**config.mk**
```make
export PLATFORM = sky130hd
export DESIGN_NAME = mme_core
export DESIGN_NICKNAME = d
export VERILOG_FILES = /design/src/design/mme_pkg.sv /design/src/design/mme_core.sv
export SDC_FILE = /design/constraint.sdc
export NUM_CORES = 2
export LEC_CHECK = 0
export BUFFER_PORTS_ARGS = -buffer_cell sky130_fd_sc_hd__buf_4
export CORE_MARGIN = 3
export CORE_UTILIZATION = 40
export CTS_CLUSTER_DIAMETER = 50
export DETAILED_ROUTE_END_ITERATION = 10
export HOLD_SLACK_MARGIN = 0.08
export PLACE_DENSITY = 0.62
export SETUP_SLACK_MARGIN = 0.2
export SLEW_MARGIN = 30
export SYNTH_ARGS = -nofsm -noshare
export SYNTH_HDL_FRONTEND = slang
export SYNTH_SLANG_ARGS = --single-unit
export TNS_END_PERCENT = 100
```
**constraint.sdc**
```tcl
create_clock -name MCLK_I -period 10.1 [get_ports MCLK_I]
set_input_delay 2.02 -clock MCLK_I [delete_from_list [all_inputs] [get_ports MCLK_I]]
set_output_delay 2.02 -clock MCLK_I [all_outputs]
set_load 0.1 [all_outputs]
```
**src/design/mme_pkg.sv**
```systemverilog
package mme_pkg;

	// ----------------------------------------------------------------
	// timing of one external data cycle
	// ----------------------------------------------------------------
	localparam int CLK_NS  = 50;   // core clock period, 20 MHz
	localparam int ALE_NS  = 50;   // least address phase length
	localparam int STB_NS  = 150;  // least read/write strobe length
	localparam int ALE_CYC = (ALE_NS + CLK_NS - 1) / CLK_NS;  // rounded up
	localparam int STB_CYC = (STB_NS + CLK_NS - 1) / CLK_NS;  // rounded up
	localparam logic [2:0] ALE_CNT = 3'(ALE_CYC - 1);  // counter preload
	localparam logic [2:0] STB_CNT = 3'(STB_CYC - 1);  // counter preload

	// ----------------------------------------------------------------
	// opcodes of the group
	// ----------------------------------------------------------------
	localparam logic [7:0] OP_PREFIX   = 8'hA5;  // escape prefix byte
	localparam logic [7:0] OP_LDPTR    = 8'h90;  // data_pointer load
	localparam logic [7:0] OP_CTAB_PC  = 8'h83;  // code_table_load, pc base
	localparam logic [7:0] OP_CTAB_PTR = 8'h93;  // code_table_load, pointer base
	localparam logic [7:0] OP_HIWORD   = 8'h7A;  // high_word_immediate_load
	localparam logic [7:0] OP_SEXT     = 8'h1A;  // sign_extend_move
	localparam logic [7:0] OP_ZEXT     = 8'h0A;  // zero_extend_move
	localparam logic [7:0] OP_MULB     = 8'hAC;  // register_product_op, bytes
	localparam logic [7:0] OP_MULW     = 8'hAD;  // register_product_op, words
	localparam logic [7:0] OP_XRD_PTR  = 8'hE0;  // external read, pointer
	localparam logic [7:0] OP_XRD_R0   = 8'hE2;  // external read, indirect 0
	localparam logic [7:0] OP_XRD_R1   = 8'hE3;  // external read, indirect 1
	localparam logic [7:0] OP_XWR_PTR  = 8'hF0;  // external write, pointer
	localparam logic [7:0] OP_XWR_R0   = 8'hF2;  // external write, indirect 0
	localparam logic [7:0] OP_XWR_R1   = 8'hF3;  // external write, indirect 1
	localparam logic [3:0] NIB_HIWORD  = 4'hC;   // low nibble of second byte
	localparam logic [15:0] LEN_ONE    = 16'h0001;  // one-byte step
	localparam logic [15:0] LEN_TWO    = 16'h0002;
	localparam logic [15:0] LEN_THREE  = 16'h0003;
	localparam logic [15:0] LEN_FOUR   = 16'h0004;

	// ----------------------------------------------------------------
	// register map, byte wide
	// ----------------------------------------------------------------
	localparam int         RF_BYTES = 32;      // byte register file size
	localparam logic [5:0] RA_ACC   = 6'h20;   // accumulator
	localparam logic [5:0] RA_DPH   = 6'h21;   // pointer_high_byte
	localparam logic [5:0] RA_DPL   = 6'h22;   // pointer_low_byte
	localparam logic [5:0] RA_PCH   = 6'h23;   // program counter high
	localparam logic [5:0] RA_PCL   = 6'h24;   // program counter low
	localparam logic [5:0] RA_P2    = 6'h25;   // upper_port_latch
	localparam logic [5:0] RA_FLAGS = 6'h26;   // flags
	localparam logic [5:0] RA_CTRL  = 6'h27;   // mode and bank
	localparam logic [5:0] RA_STAT  = 6'h28;   // busy and illegal
	localparam int FLG_CY   = 7;  // carry_bit
	localparam int FLG_OV   = 2;  // result_too_wide_flag
	localparam int FLG_N    = 1;  // negative
	localparam int FLG_Z    = 0;  // zero
	localparam int CTL_SRC  = 0;  // 1: source mode, 0: binary mode
	localparam int CTL_PAGE = 1;  // 1: page mode external cycles
	localparam int CTL_BANK = 2;  // two bits, active register bank
	localparam int ST_BUSY  = 0;  // multi-cycle instruction running
	localparam int ST_ILL   = 1;  // sticky illegal encoding, write 1 clears
	localparam logic [7:0] RST_CTRL = 8'h00;  // binary, nonpage, bank 0
	localparam logic [7:0] RST_P2   = 8'hFF;  // port latch after reset

	// ----------------------------------------------------------------
	// types
	// ----------------------------------------------------------------
	typedef struct packed {
		logic [7:0] b0;  // first byte fetched
		logic [7:0] b1;
		logic [7:0] b2;
		logic [7:0] b3;
		logic [7:0] b4;
	} mme_instr_t;

	typedef struct packed {
		logic cy;  // carry_bit
		logic ov;  // result_too_wide_flag
		logic n;   // negative
		logic z;   // zero
	} mme_flags_t;

	typedef enum {S_IDLE, S_CREQ, S_CCAP, S_XADDR, S_XDATA, S_XEND} mme_state_t;

endpackage : mme_pkg

```
**src/design/mme_core.sv**
```systemverilog
module mme_core
	import mme_pkg::*;
(
	input  wire logic       MCLK_I,         // core clock
	input  wire logic       RST_N_I,        // synchronous reset, active low
	input  wire logic [5:0] REG_ADDR_I,     // register address
	input  wire logic [7:0] REG_WDATA_I,    // register write data
	input  wire logic       REG_WR_I,       // write strobe
	input  wire logic       REG_RD_I,       // read strobe
	output logic      [7:0] REG_RDATA_O,    // read data, cycle after strobe
	input  wire mme_instr_t INSTR_I,        // instruction bytes, b0 first
	input  wire logic       INSTR_VALID_I,  // instruction offered
	output logic            INSTR_READY_O,  // instruction taken when both high
	output logic     [15:0] CODE_ADDR_O,    // program memory address
	output logic            CODE_RD_O,      // program memory read pulse
	input  wire logic [7:0] CODE_DATA_I,    // code byte, cycle after pulse
	output logic      [7:0] P0_O,           // port0 drive value
	output logic            P0_OE_O,        // port0 driven
	input  wire logic [7:0] P0_I,           // port0 pin level
	output logic      [7:0] P2_O,           // port2 drive value
	output logic            P2_OE_O,        // port2 driven
	input  wire logic [7:0] P2_I,           // port2 pin level
	output logic            ALE_O,          // address latch enable
	output logic            RD_N_O,         // external read strobe
	output logic            WR_N_O          // external write strobe
);

	// ----------------------------------------------------------------
	// state
	// ----------------------------------------------------------------
	logic [7:0]  rf [RF_BYTES];   // byte_reg file, words big-endian
	logic [7:0]  acc;             // accumulator
	logic [15:0] data_pointer;    // pointer_high_byte:pointer_low_byte
	logic [15:0] pc;              // program counter
	logic [7:0]  upper_port_latch; // software value of port2
	logic [7:0]  ctrl;            // mode and bank
	mme_flags_t  flg;             // arithmetic flags
	logic        ill;             // sticky illegal encoding
	mme_state_t  state;           // sequencer state
	logic [2:0]  cnt;             // phase counter
	logic        xwr;             // external cycle is a write
	logic [7:0]  xlo;             // address byte on port0
	logic [7:0]  xhi;             // address byte on port2
	logic [7:0]  p0_s1, p0_s2, p0_s3;  // port0 input synchroniser
	logic [7:0]  p2_s1, p2_s2, p2_s3;  // port2 input synchroniser

	// ----------------------------------------------------------------
	// decode
	// ----------------------------------------------------------------
	logic        pre;    // first byte is the escape prefix
	logic [7:0]  op;     // opcode after prefix
	logic [7:0]  x;      // operand bytes after opcode
	logic [7:0]  y;
	logic [7:0]  z;
	logic        ext;    // extended register-file encoding
	logic        xop;    // external_data_move
	logic        legal;  // encoding accepted
	logic [15:0] len;    // instruction length in bytes
	logic        go;     // instruction taken this cycle
	logic        go_ok;  // legal instruction taken

	// strips the prefix and classifies the opcode
	always_comb begin
		pre   = INSTR_I.b0 == OP_PREFIX;
		op    = pre ? INSTR_I.b1 : INSTR_I.b0;
		x     = pre ? INSTR_I.b2 : INSTR_I.b1;
		y     = pre ? INSTR_I.b3 : INSTR_I.b2;
		z     = pre ? INSTR_I.b4 : INSTR_I.b3;
		ext   = 1'b0;
		xop   = 1'b0;
		legal = 1'b1;
		len   = LEN_ONE;
		case (op)
			OP_LDPTR: len = LEN_THREE;
			OP_CTAB_PC, OP_CTAB_PTR: len = LEN_ONE;
			OP_XRD_PTR, OP_XRD_R0, OP_XRD_R1,
			OP_XWR_PTR, OP_XWR_R0, OP_XWR_R1: xop = 1'b1;
			OP_HIWORD: begin
				// only the immediate form, and only dwords inside the file
				ext   = 1'b1;
				len   = LEN_FOUR;
				legal = (x[3:0] == NIB_HIWORD) && !x[7];
			end
			OP_SEXT, OP_ZEXT, OP_MULB, OP_MULW: begin
				// register operands only, no memory form exists
				ext = 1'b1;
				len = LEN_TWO;
			end
			default: legal = 1'b0;  // outside this group
		endcase
		// binary mode wants the prefix, source mode refuses it
		if (ext)
			legal = legal && (pre != ctrl[CTL_SRC]);
		else if (pre)
			legal = 1'b0;
		if (pre)
			len = len + LEN_ONE;
		go    = INSTR_VALID_I && INSTR_READY_O;
		go_ok = go && legal;
	end

	// ----------------------------------------------------------------
	// operands and products
	// ----------------------------------------------------------------
	logic [7:0]  a8;   // destination byte
	logic [7:0]  b8;   // source byte
	logic [15:0] a16;  // destination word
	logic [15:0] b16;  // source word
	logic [15:0] p16;  // byte product
	logic [31:0] p32;  // word product
	logic [7:0]  ri;   // bank_indirect_reg of active bank

	// unsigned products; the full width never overflows its target
	always_comb begin
		a8  = rf[{1'b0, x[7:4]}];
		b8  = rf[{1'b0, x[3:0]}];
		a16 = {rf[{x[7:4], 1'b0}], rf[{x[7:4], 1'b1}]};
		b16 = {rf[{x[3:0], 1'b0}], rf[{x[3:0], 1'b1}]};
		p16 = a8 * b8;
		p32 = a16 * b16;
		ri  = rf[{ctrl[CTL_BANK+1:CTL_BANK], 2'b00, op[0]}];
	end

	// ----------------------------------------------------------------
	// input synchronisers
	// ----------------------------------------------------------------
	logic       stable;  // selected port agrees in stages two and three
	logic [7:0] xin;     // settled read data
	logic       xcap;    // read data taken this cycle

	// three stages, the pins are asynchronous to the core
	always_ff @(posedge MCLK_I) begin
		if (!RST_N_I) begin
			{p0_s1, p0_s2, p0_s3} <= '0;
			{p2_s1, p2_s2, p2_s3} <= '0;
		end else begin
			{p0_s3, p0_s2, p0_s1} <= {p0_s2, p0_s1, P0_I};
			{p2_s3, p2_s2, p2_s1} <= {p2_s2, p2_s1, P2_I};
		end
	end

	// page mode reads on port2, nonpage on port0
	always_comb begin
		stable = ctrl[CTL_PAGE] ? (p2_s2 == p2_s3) : (p0_s2 == p0_s3);
		xin    = ctrl[CTL_PAGE] ? p2_s3 : p0_s3;
		xcap   = (state == S_XDATA) && (cnt == 3'h0) && !xwr && stable;
	end

	// ----------------------------------------------------------------
	// register file
	// ----------------------------------------------------------------
	// instruction results land after the bus write, so they win a tie
	always_ff @(posedge MCLK_I) begin
		if (!RST_N_I) begin
			for (int i = 0; i < RF_BYTES; i++)
				rf[i] <= 8'h00;
		end else begin
			if (REG_WR_I && !REG_ADDR_I[5])
				rf[REG_ADDR_I[4:0]] <= REG_WDATA_I;
			if (go_ok) begin
				case (op)
					OP_HIWORD: begin
						rf[{x[6:4], 2'b00}] <= y;
						rf[{x[6:4], 2'b01}] <= z;
					end
					OP_SEXT: begin
						rf[{x[7:4], 1'b0}] <= {8{b8[7]}};
						rf[{x[7:4], 1'b1}] <= b8;
					end
					OP_ZEXT: begin
						rf[{x[7:4], 1'b0}] <= 8'h00;
						rf[{x[7:4], 1'b1}] <= b8;
					end
					OP_MULB: begin
						// word holding the destination, odd or even
						rf[{1'b0, x[7:5], 1'b0}] <= p16[15:8];
						rf[{1'b0, x[7:5], 1'b1}] <= p16[7:0];
					end
					OP_MULW: begin
						// dword holding the destination word
						rf[{x[7:5], 2'b00}] <= p32[31:24];
						rf[{x[7:5], 2'b01}] <= p32[23:16];
						rf[{x[7:5], 2'b10}] <= p32[15:8];
						rf[{x[7:5], 2'b11}] <= p32[7:0];
					end
					default: ;
				endcase
			end
		end
	end

	// ----------------------------------------------------------------
	// architectural registers
	// ----------------------------------------------------------------
	// bus writes first, execution after, so the core wins a tie
	always_ff @(posedge MCLK_I) begin
		if (!RST_N_I) begin
			acc              <= 8'h00;
			data_pointer     <= 16'h0000;
			pc               <= 16'h0000;
			upper_port_latch <= RST_P2;
			ctrl             <= RST_CTRL;
			flg              <= '0;
			ill              <= 1'b0;
		end else begin
			if (REG_WR_I) begin
				case (REG_ADDR_I)
					RA_ACC:   acc <= REG_WDATA_I;
					RA_DPH:   data_pointer[15:8] <= REG_WDATA_I;
					RA_DPL:   data_pointer[7:0] <= REG_WDATA_I;
					RA_PCH:   pc[15:8] <= REG_WDATA_I;
					RA_PCL:   pc[7:0] <= REG_WDATA_I;
					RA_P2:    upper_port_latch <= REG_WDATA_I;
					RA_CTRL:  ctrl <= REG_WDATA_I;
					RA_FLAGS: flg <= {REG_WDATA_I[FLG_CY], REG_WDATA_I[FLG_OV],
						REG_WDATA_I[FLG_N], REG_WDATA_I[FLG_Z]};
					RA_STAT:  if (REG_WDATA_I[ST_ILL]) ill <= 1'b0;
					default: ;
				endcase
			end
			if (go) begin
				// pc steps past every taken instruction
				pc <= pc + len;
				if (!legal)
					ill <= 1'b1;  // set wins over a clear
				else begin
					case (op)
						OP_LDPTR: data_pointer <= {x, y};
						OP_MULB: flg <= {1'b0, |p16[15:8], p16[15], ~|p16};
						OP_MULW: flg <= {1'b0, |p32[31:16], p32[31], ~|p32};
						default: ;
					endcase
				end
			end
			if (state == S_CCAP)
				acc <= CODE_DATA_I;
			if (xcap)
				acc <= xin;
		end
	end

	// ----------------------------------------------------------------
	// sequencer and pins
	// ----------------------------------------------------------------
	// every pin is a flop; the phases stretch by the package counts
	always_ff @(posedge MCLK_I) begin
		if (!RST_N_I) begin
			state         <= S_IDLE;
			INSTR_READY_O <= 1'b0;
			CODE_ADDR_O   <= 16'h0000;
			CODE_RD_O     <= 1'b0;
			cnt           <= 3'h0;
			xwr           <= 1'b0;
			xlo           <= 8'h00;
			xhi           <= 8'h00;
			P0_O          <= 8'h00;
			P0_OE_O       <= 1'b0;
			P2_O          <= RST_P2;
			P2_OE_O       <= 1'b1;
			ALE_O         <= 1'b0;
			RD_N_O        <= 1'b1;
			WR_N_O        <= 1'b1;
		end else begin
			CODE_RD_O <= 1'b0;
			unique case (state)
				S_IDLE: begin
					// port2 follows its latch between cycles
					INSTR_READY_O <= 1'b1;
					P2_O          <= upper_port_latch;
					if (go_ok && (op == OP_CTAB_PC || op == OP_CTAB_PTR)) begin
						// pc base is the next address, pc plus len
						CODE_ADDR_O <= (op == OP_CTAB_PC ? pc + len : data_pointer)
							+ {8'h00, acc};
						CODE_RD_O     <= 1'b1;
						INSTR_READY_O <= 1'b0;
						state         <= S_CREQ;
					end else if (go_ok && xop) begin
						// short form keeps the latch on port2
						xwr           <= op[4];
						xlo           <= op[1] ? ri : data_pointer[7:0];
						xhi           <= op[1] ? upper_port_latch : data_pointer[15:8];
						P0_O          <= op[1] ? ri : data_pointer[7:0];
						P2_O          <= op[1] ? upper_port_latch : data_pointer[15:8];
						P0_OE_O       <= 1'b1;
						P2_OE_O       <= 1'b1;
						ALE_O         <= 1'b1;
						cnt           <= ALE_CNT;
						INSTR_READY_O <= 1'b0;
						state         <= S_XADDR;
					end
				end
				S_CREQ: state <= S_CCAP;
				S_CCAP: begin
					INSTR_READY_O <= 1'b1;
					state         <= S_IDLE;
				end
				S_XADDR: begin
					if (cnt != 3'h0)
						cnt <= cnt - 3'h1;
					else begin
						// address falls latched, data takes a port
						ALE_O <= 1'b0;
						cnt   <= STB_CNT;
						RD_N_O <= xwr;
						WR_N_O <= !xwr;
						if (ctrl[CTL_PAGE]) begin
							P2_O    <= acc;
							P2_OE_O <= xwr;
						end else begin
							P0_O    <= acc;
							P0_OE_O <= xwr;
						end
						state <= S_XDATA;
					end
				end
				S_XDATA: begin
					// a read waits until the pins have settled
					if (cnt != 3'h0)
						cnt <= cnt - 3'h1;
					else if (xwr || stable) begin
						RD_N_O <= 1'b1;
						WR_N_O <= 1'b1;
						state  <= S_XEND;
					end
				end
				S_XEND: begin
					// write data held one cycle past the strobe
					P0_OE_O       <= 1'b0;
					P2_O          <= upper_port_latch;
					P2_OE_O       <= 1'b1;
					INSTR_READY_O <= 1'b1;
					state         <= S_IDLE;
				end
			endcase
		end
	end

	// ----------------------------------------------------------------
	// register read port
	// ----------------------------------------------------------------
	logic [7:0] fb;  // flags byte
	logic [7:0] sb;  // status byte

	always_comb begin
		fb          = 8'h00;
		fb[FLG_CY]  = flg.cy;
		fb[FLG_OV]  = flg.ov;
		fb[FLG_N]   = flg.n;
		fb[FLG_Z]   = flg.z;
		sb          = 8'h00;
		sb[ST_BUSY] = state != S_IDLE;
		sb[ST_ILL]  = ill;
	end

	// unmapped addresses read zero
	always_ff @(posedge MCLK_I) begin
		if (!RST_N_I)
			REG_RDATA_O <= 8'h00;
		else if (!REG_RD_I)
			REG_RDATA_O <= 8'h00;
		else if (!REG_ADDR_I[5])
			REG_RDATA_O <= rf[REG_ADDR_I[4:0]];
		else begin
			case (REG_ADDR_I)
				RA_ACC:   REG_RDATA_O <= acc;
				RA_DPH:   REG_RDATA_O <= data_pointer[15:8];
				RA_DPL:   REG_RDATA_O <= data_pointer[7:0];
				RA_PCH:   REG_RDATA_O <= pc[15:8];
				RA_PCL:   REG_RDATA_O <= pc[7:0];
				RA_P2:    REG_RDATA_O <= upper_port_latch;
				RA_FLAGS: REG_RDATA_O <= fb;
				RA_CTRL:  REG_RDATA_O <= ctrl;
				RA_STAT:  REG_RDATA_O <= sb;
				default:  REG_RDATA_O <= 8'h00;
			endcase
		end
	end
endmodule : mme_core

```
**Word-level counts from Yosys, hierarchy flattened**

Memory sizes are Yosys's and may differ from the RTL's.
Index checks and enable logic that the tools add are counted.

- Multipliers: 2
- $add $sub $neg: 4
- Multiplexer cells: 142
- Bitwise gates (word level): 3
- Equality and inequality tests: 44
- Reductions and logical operators: 68

Operator list:

| cell | count |
|---|---|
| $mux W8 | 37 |
| $mux W32 | 5 |
| $pmux W32 S5 | 1 |
| $mux W16 | 8 |
| $eq A32 B3 Y1 const B | 3 |
| $eq A8 B8 Y1 const B | 12 |
| $reduce_or A8 Y1 | 12 |
| $pmux W8 S9 | 1 |
| $eq A32 B2 Y1 const B | 2 |
| $mux W1 | 59 |
| $mux W5 | 11 |
| $eq A6 B6 Y1 const B | 9 |
| $eq A32 B1 Y1 const B | 1 |
| $eq A32 B4 Y1 const B | 1 |
| $logic_not A32 Y1 | 1 |
| $mul A16 B16 Y32 | 1 |
| $reduce_bool A32 Y1 | 1 |
| $reduce_or A16 Y1 | 2 |
| $reduce_or A32 Y1 | 1 |
| $pmux W8 S3 | 1 |
| $pmux W3 S3 | 2 |
| $add A16 B1 Y16 const B | 1 |
| $add A16 B16 Y16 | 1 |
| $add A16 B8 Y16 | 1 |
| other kinds (33) | 89 |

- Word-level logic and storage cells: 295
- Bits of input ports: 83
- Memory bits (writable): 256
- Memories: 1
- Flip-flop bits (word level): 192

Memory list:

| name | words | width | read ports | clocked after Yosys merged registers in | wr ports | line | source |
|---|---|---|---|---|---|---|---|
| rf | 32 | 8 | 8 | 0 | 32 | mme_core.sv:31 | `logic [7:0] rf [RF_BYTES];` |

**Depth between registers and ports, before layout**

- Depth after elaboration: 16
- Depth in mapped cells: 39

**Worst setup path before layout**

OpenSTA, ideal clock, no wires.

- Kind: input -> register
- From: in INSTR_I[36] (netlist name)
- To: reg flg, in the netlist fb[2]
- Required time: 9978 ps
- Path slack: -665 ps
- Stages on the path: 31
- Path buffers: 5
- Arrival time: 10643 ps
- Setup time: 122 ps
- Cell sequence: and4bb_1 -> buf_2 -> nand3_1 -> nand2_2 -> buf_4 -> buf_2 -> buf_2 -> mux4_2 -> mux4_2 -> clkbuf_1 -> nand2_1 -> fa_1 -> fa_1 -> inv_1 -> fa_1 -> inv_1 -> fa_1 -> fa_1 -> fa_1 -> inv_1 -> ha_1 -> a21o_1 -> a21o_1 -> a221oi_1 -> nand4_1 -> a31oi_1 -> o21ai_0 -> xnor2_1 -> nand3_1 -> nand4bb_1 -> a221o_1

- Longest elaborated chain between the ends: 9
- Elaborated cells between the ends (all ways): 36
- Classes of those cells: 2 x mul; 17 x eq/ne; 9 x mux; 7 x reduce/logical; 1 x memory

Ends and longest elaborated chain:

| item | line | source |
|---|---|---|
| from (decl) | mme_core.sv:11 | `input wire mme_instr_t INSTR_I,` |
| parallel branches: the longest is 7 deep, another holds $mul A16 B16 Y32 | n/a |  |
| $mux W4 * | mme_core.sv:224 | `if (!legal)` |
| $mux W4 * | mme_core.sv:221 | `if (go) begin` |
| to (signal assigned) | mme_core.sv:215 | `RA_FLAGS: flg <= {REG_WDATA_I[FLG_CY], REG_WDATA_I[FLG_OV],` |
| to (signal assigned) | mme_core.sv:229 | `OP_MULB: flg <= {1'b0, \|p16[15:8], p16[15], ~\|p16};` |
| to (signal assigned) | mme_core.sv:230 | `OP_MULW: flg <= {1'b0, \|p32[31:16], p32[31], ~\|p32};` |
| to (decl) | mme_core.sv:37 | `mme_flags_t flg;` |

Mark *: on every way between the ends.
A chain may end at the register's enable or synchronous reset.

**Worst setup path after layout**

- From: in INSTR_I[35] (netlist name)
- To: reg flg, in the netlist fb[2]

Same word-level chain as after synthesis.

==> results by group <==
Outcome
  – Status: complete, no violations

Yosys
  – Post-synth cell types: 97
  – Sequential share of the synthesized area: 0.259
  – Synth warn: 0
  – Top FF cell, synth: edfxtp_1
  – Number of synthesized flops with an enable pin: 256
  – Syn Nets: 5222
  – Leading area contributor after synthesis: edfxtp_1
  – Synth Register Bits: 419
  – Share of the synthesized area in the top cell type: 0.182
  – Top post-synthesis cells by area: edfxtp_1 (18%), fa_1 (11%), mux4_2 (11%), dfxtp_1 (7.7%), nand2_1 (7.2%)
  – Syn Area/Cell: 8.90 um^2
  – Synthesized area: 42300 um^2
  – Synth async-reset ratio: 0
  – Cells after Synth: 4752

CTS
  – Clock Root Buffer: clkbuf_16
  – Htree depth: 2
  – CTS Sinks: 419
  – CTS tree: built
  – Max clock buf depth: 3
  – Clock-pin slew on the worst setup and hold paths: 0.06 ns
  – Clock latency on the worst-skew pair: 0.65 ns
  – Total clock buffers created by CTS: 56

STA
  – Clk_skew: 0.0379 ns
  – Final slew viol count: 0
  – Slew Limit Headroom: 0.234
  – Setup violators final: 0
  – Min Tclk post-route: 10.00 ns
  – Slew @ Worst Pin: 1.15 ns
  – RSZ-0062 raised after global routing: true
  – Setup TNS: 0 ns
  – Max frequency: 0.100 GHz
  – Final Cycle Share: 0.990
  – Final hold violation count: 0

Setup path
  – Worst setup endpoint: fb[2]
  – CP max FO: 5
  – CP most frequent cell: fa_1
  – Critical path class: in -> reg
  – Crit path launch type: input port
  – Flop-to-flop setup slack: 1.94 ns
  – CP startpoint: INSTR_I[35]
  – Crit-path max cell delay: 0.64 ns
  – R2r worst-path depth: 26
  – Crit Reg-Reg Endpoint: fb[2]
  – Worst setup EP type: flip-flop
  – Crit path required time: 10.64 ns
  – WP data arrival: 10.55 ns
  – Crit Reg-Reg Startpoint: rf[8][6]
  – Slowest stage cell on the critical path: mux4_2

Global route
  – Global-route wire length before repair: 289000 um
  – Vias in the first global route: 41100
  – Total track usage: 0.355
  – Pin count of the biggest net entering global routing: 55
  – Gr ovfl total: 0
  – Antenna violations before repair: 8

Worst hold path
  – WHS Path Cells: 1
  – Hold crit path type: reg -> reg

Routing
  – Routed len/inst: 30.7 um
  – Via density: 6.53
  – Vias: 43200
  – First drt pass iteration count: 8
  – DRC viols: 0
  – Final wirelength: 203000 um
  – Remaining antenna violation count after routing: 0
  – Initial DRC count: 6424

Job
  – Max cap viols: 0

Die
  – DIE AREA: 110000 um^2
  – Rows: 118
  – Die width: 331 um
  – Core area: 104000 um^2
  – Die Ht: 331 um
  – I/O Pins: 130
  – Starting Density: 0.406

Final layout
  – Multi-input logic area: 29900 um^2
  – Nets@finish: 5655
  – Layout fillers: 9698
  – Leading cell types in the layout, fill and taps excluded: nand2_1 (800), buf_4 (638), nor2_1 (322), inv_1 (284), edfxtp_1 (256)
  – Layout cells sized above 1: 0.243
  – FF+latch area: 11000 um^2
  – Area growth from synthesis to layout: 23.2%
  – Most common cell after layout, fill and taps aside: nand2_1

Placed design
  – Detailed placement HPWL: 154000 um
  – GPL Wtd Cong: 1.08
  – I/O Buffers: 129
[area by class of cell]
type,count,share of cell area
multi-input combinational,3677,0.574
sequential,419,0.210
timing repair buffer,737,0.125
tap,1380,0.0331
clock buffer,69,0.0288
inverter,294,0.0212
clock inverter,37,0.00811
antenna,4,0.000192
[registers in the layout (all words and copies together) (netlist names), 3 cells and up]
signal and flops:
P2_O 8, fb 4, p2_s2 8, REG_RDATA_O 8, p2_s3 8, p0_s2 8, acc 8, upper_port_latch 8
pc 16, p0_s3 8, ctrl 8, CODE_ADDR_O 16, rf 256, p0_s1 8, cnt 3, data_pointer 16
P0_O 8, state 3, p2_s1 8
[routing by layer]
| metal | GRT usage | vias to the layer above | part of all wire |
|---|---|---|---|
| met3 | 0.101 | 905 | 0.13 |
| li1 | - | 18100 | - |
| met4 | 0.254 | 6 | 0.091 |
| met5 | 0.00912 | - | 0.00082 |
| met2 | 0.533 | 3404 | 0.43 |
| met1 | 0.439 | 20900 | 0.36 |
[synth_stat cells (10+ instances only)]
| cell | instances |
|---|---|
| buf_2 | 81 |
| and3_1 | 47 |
| nand2_1 | 814 |
| or3_1 | 24 |
| nor4_1 | 31 |
| a22oi_1 | 56 |
| a211oi_1 | 78 |
| nor2_1 | 348 |
| o2111ai_1 | 13 |
| and2_1 | 222 |
| mux2_2 | 15 |
| a221o_1 | 110 |
| fa_1 | 232 |
| dfxtp_1 | 163 |
| a21oi_1 | 208 |
| o31ai_1 | 20 |
| ha_1 | 155 |
| nor2b_1 | 28 |
| xnor2_1 | 49 |
| nand4_1 | 41 |
| o211ai_1 | 33 |
| edfxtp_1 | 256 |
| o21ai_0 | 143 |
| a31oi_1 | 37 |
| buf_4 | 11 |
| a221oi_1 | 28 |
| nand2b_1 | 22 |
| a311oi_1 | 14 |
| nand3_1 | 232 |
| inv_1 | 294 |
| a21o_1 | 22 |
| clkbuf_1 | 234 |
| o21ai_1 | 21 |
| or2_2 | 12 |
| xor2_1 | 30 |
| buf_1 | 34 |
| o21a_1 | 22 |
| mux4_2 | 198 |
| a32oi_1 | 10 |
| mux2i_1 | 93 |
| nor3_1 | 79 |
| o22ai_1 | 14 |
[worst min-delay path by stage]
stage               startpoint       end
floorplan             p0_s1[0]  p0_s2[0]
global placement      p0_s1[5]  p0_s2[5]
detailed placement    p0_s1[5]  p0_s2[5]
CTS                   p0_s1[1]  p0_s2[1]
global route          p0_s1[5]  p0_s2[5]
finish                p2_s1[1]  p2_s2[1]
[metrics by stage]
stage / worst slack (ns) / utilization / hold WS, ns / cell area [um^2] / cells
4_1_cts: 0.203 / 0.490 / 0.431 / 51100 / 6571
3_3_place_gp: -0.812 / 0.466 / 0.415 / 48500 / 6432
5_1_grt: -0.148 / 0.500 / 0.440 / 52100 / 6613
6_report: 0.0960 / 0.500 / 0.429 / 52100 / 6617
2_1_floorplan: 0.0469 / - / 0.412 / 43000 / 4752
3_5_place_dp: -0.793 / 0.466 / 0.418 / 48600 / 6432
[worst max-delay path, delay by kind of cell]
family / cells / cell delay [ns]
fa+ha+maj: 7 / 3.26
mux: 2 / 1.20
compound gates: 5 / 1.04
buf+inv: 11 / 1.31
simple gates: 8 / 1.72
[repair_timing]
item	4_1_cts	5_1_grt
buffers inserted	31	37
hold buffers	0	0
gates cloned	2	5
pin swaps	40	68
setup endpoints to repair	55	101
gates resized for setup	58	121
[logic make-up after synthesis]
| kind of cell | after synthesis | share of synthesized area |
|---|---|---|
| simple gates | 1980 | 0.223 |
| fa+ha+maj | 387 | 0.156 |
| buf+inv | 658 | 0.0625 |
| compound gates | 922 | 0.153 |
| flops | 419 | 0.259 |
| mux | 307 | 0.132 |
| xor+xnor | 79 | 0.0164 |
Power is not shown: default switching activity piles up to over one toggle a cycle in this logic, so the estimate is an artifact.
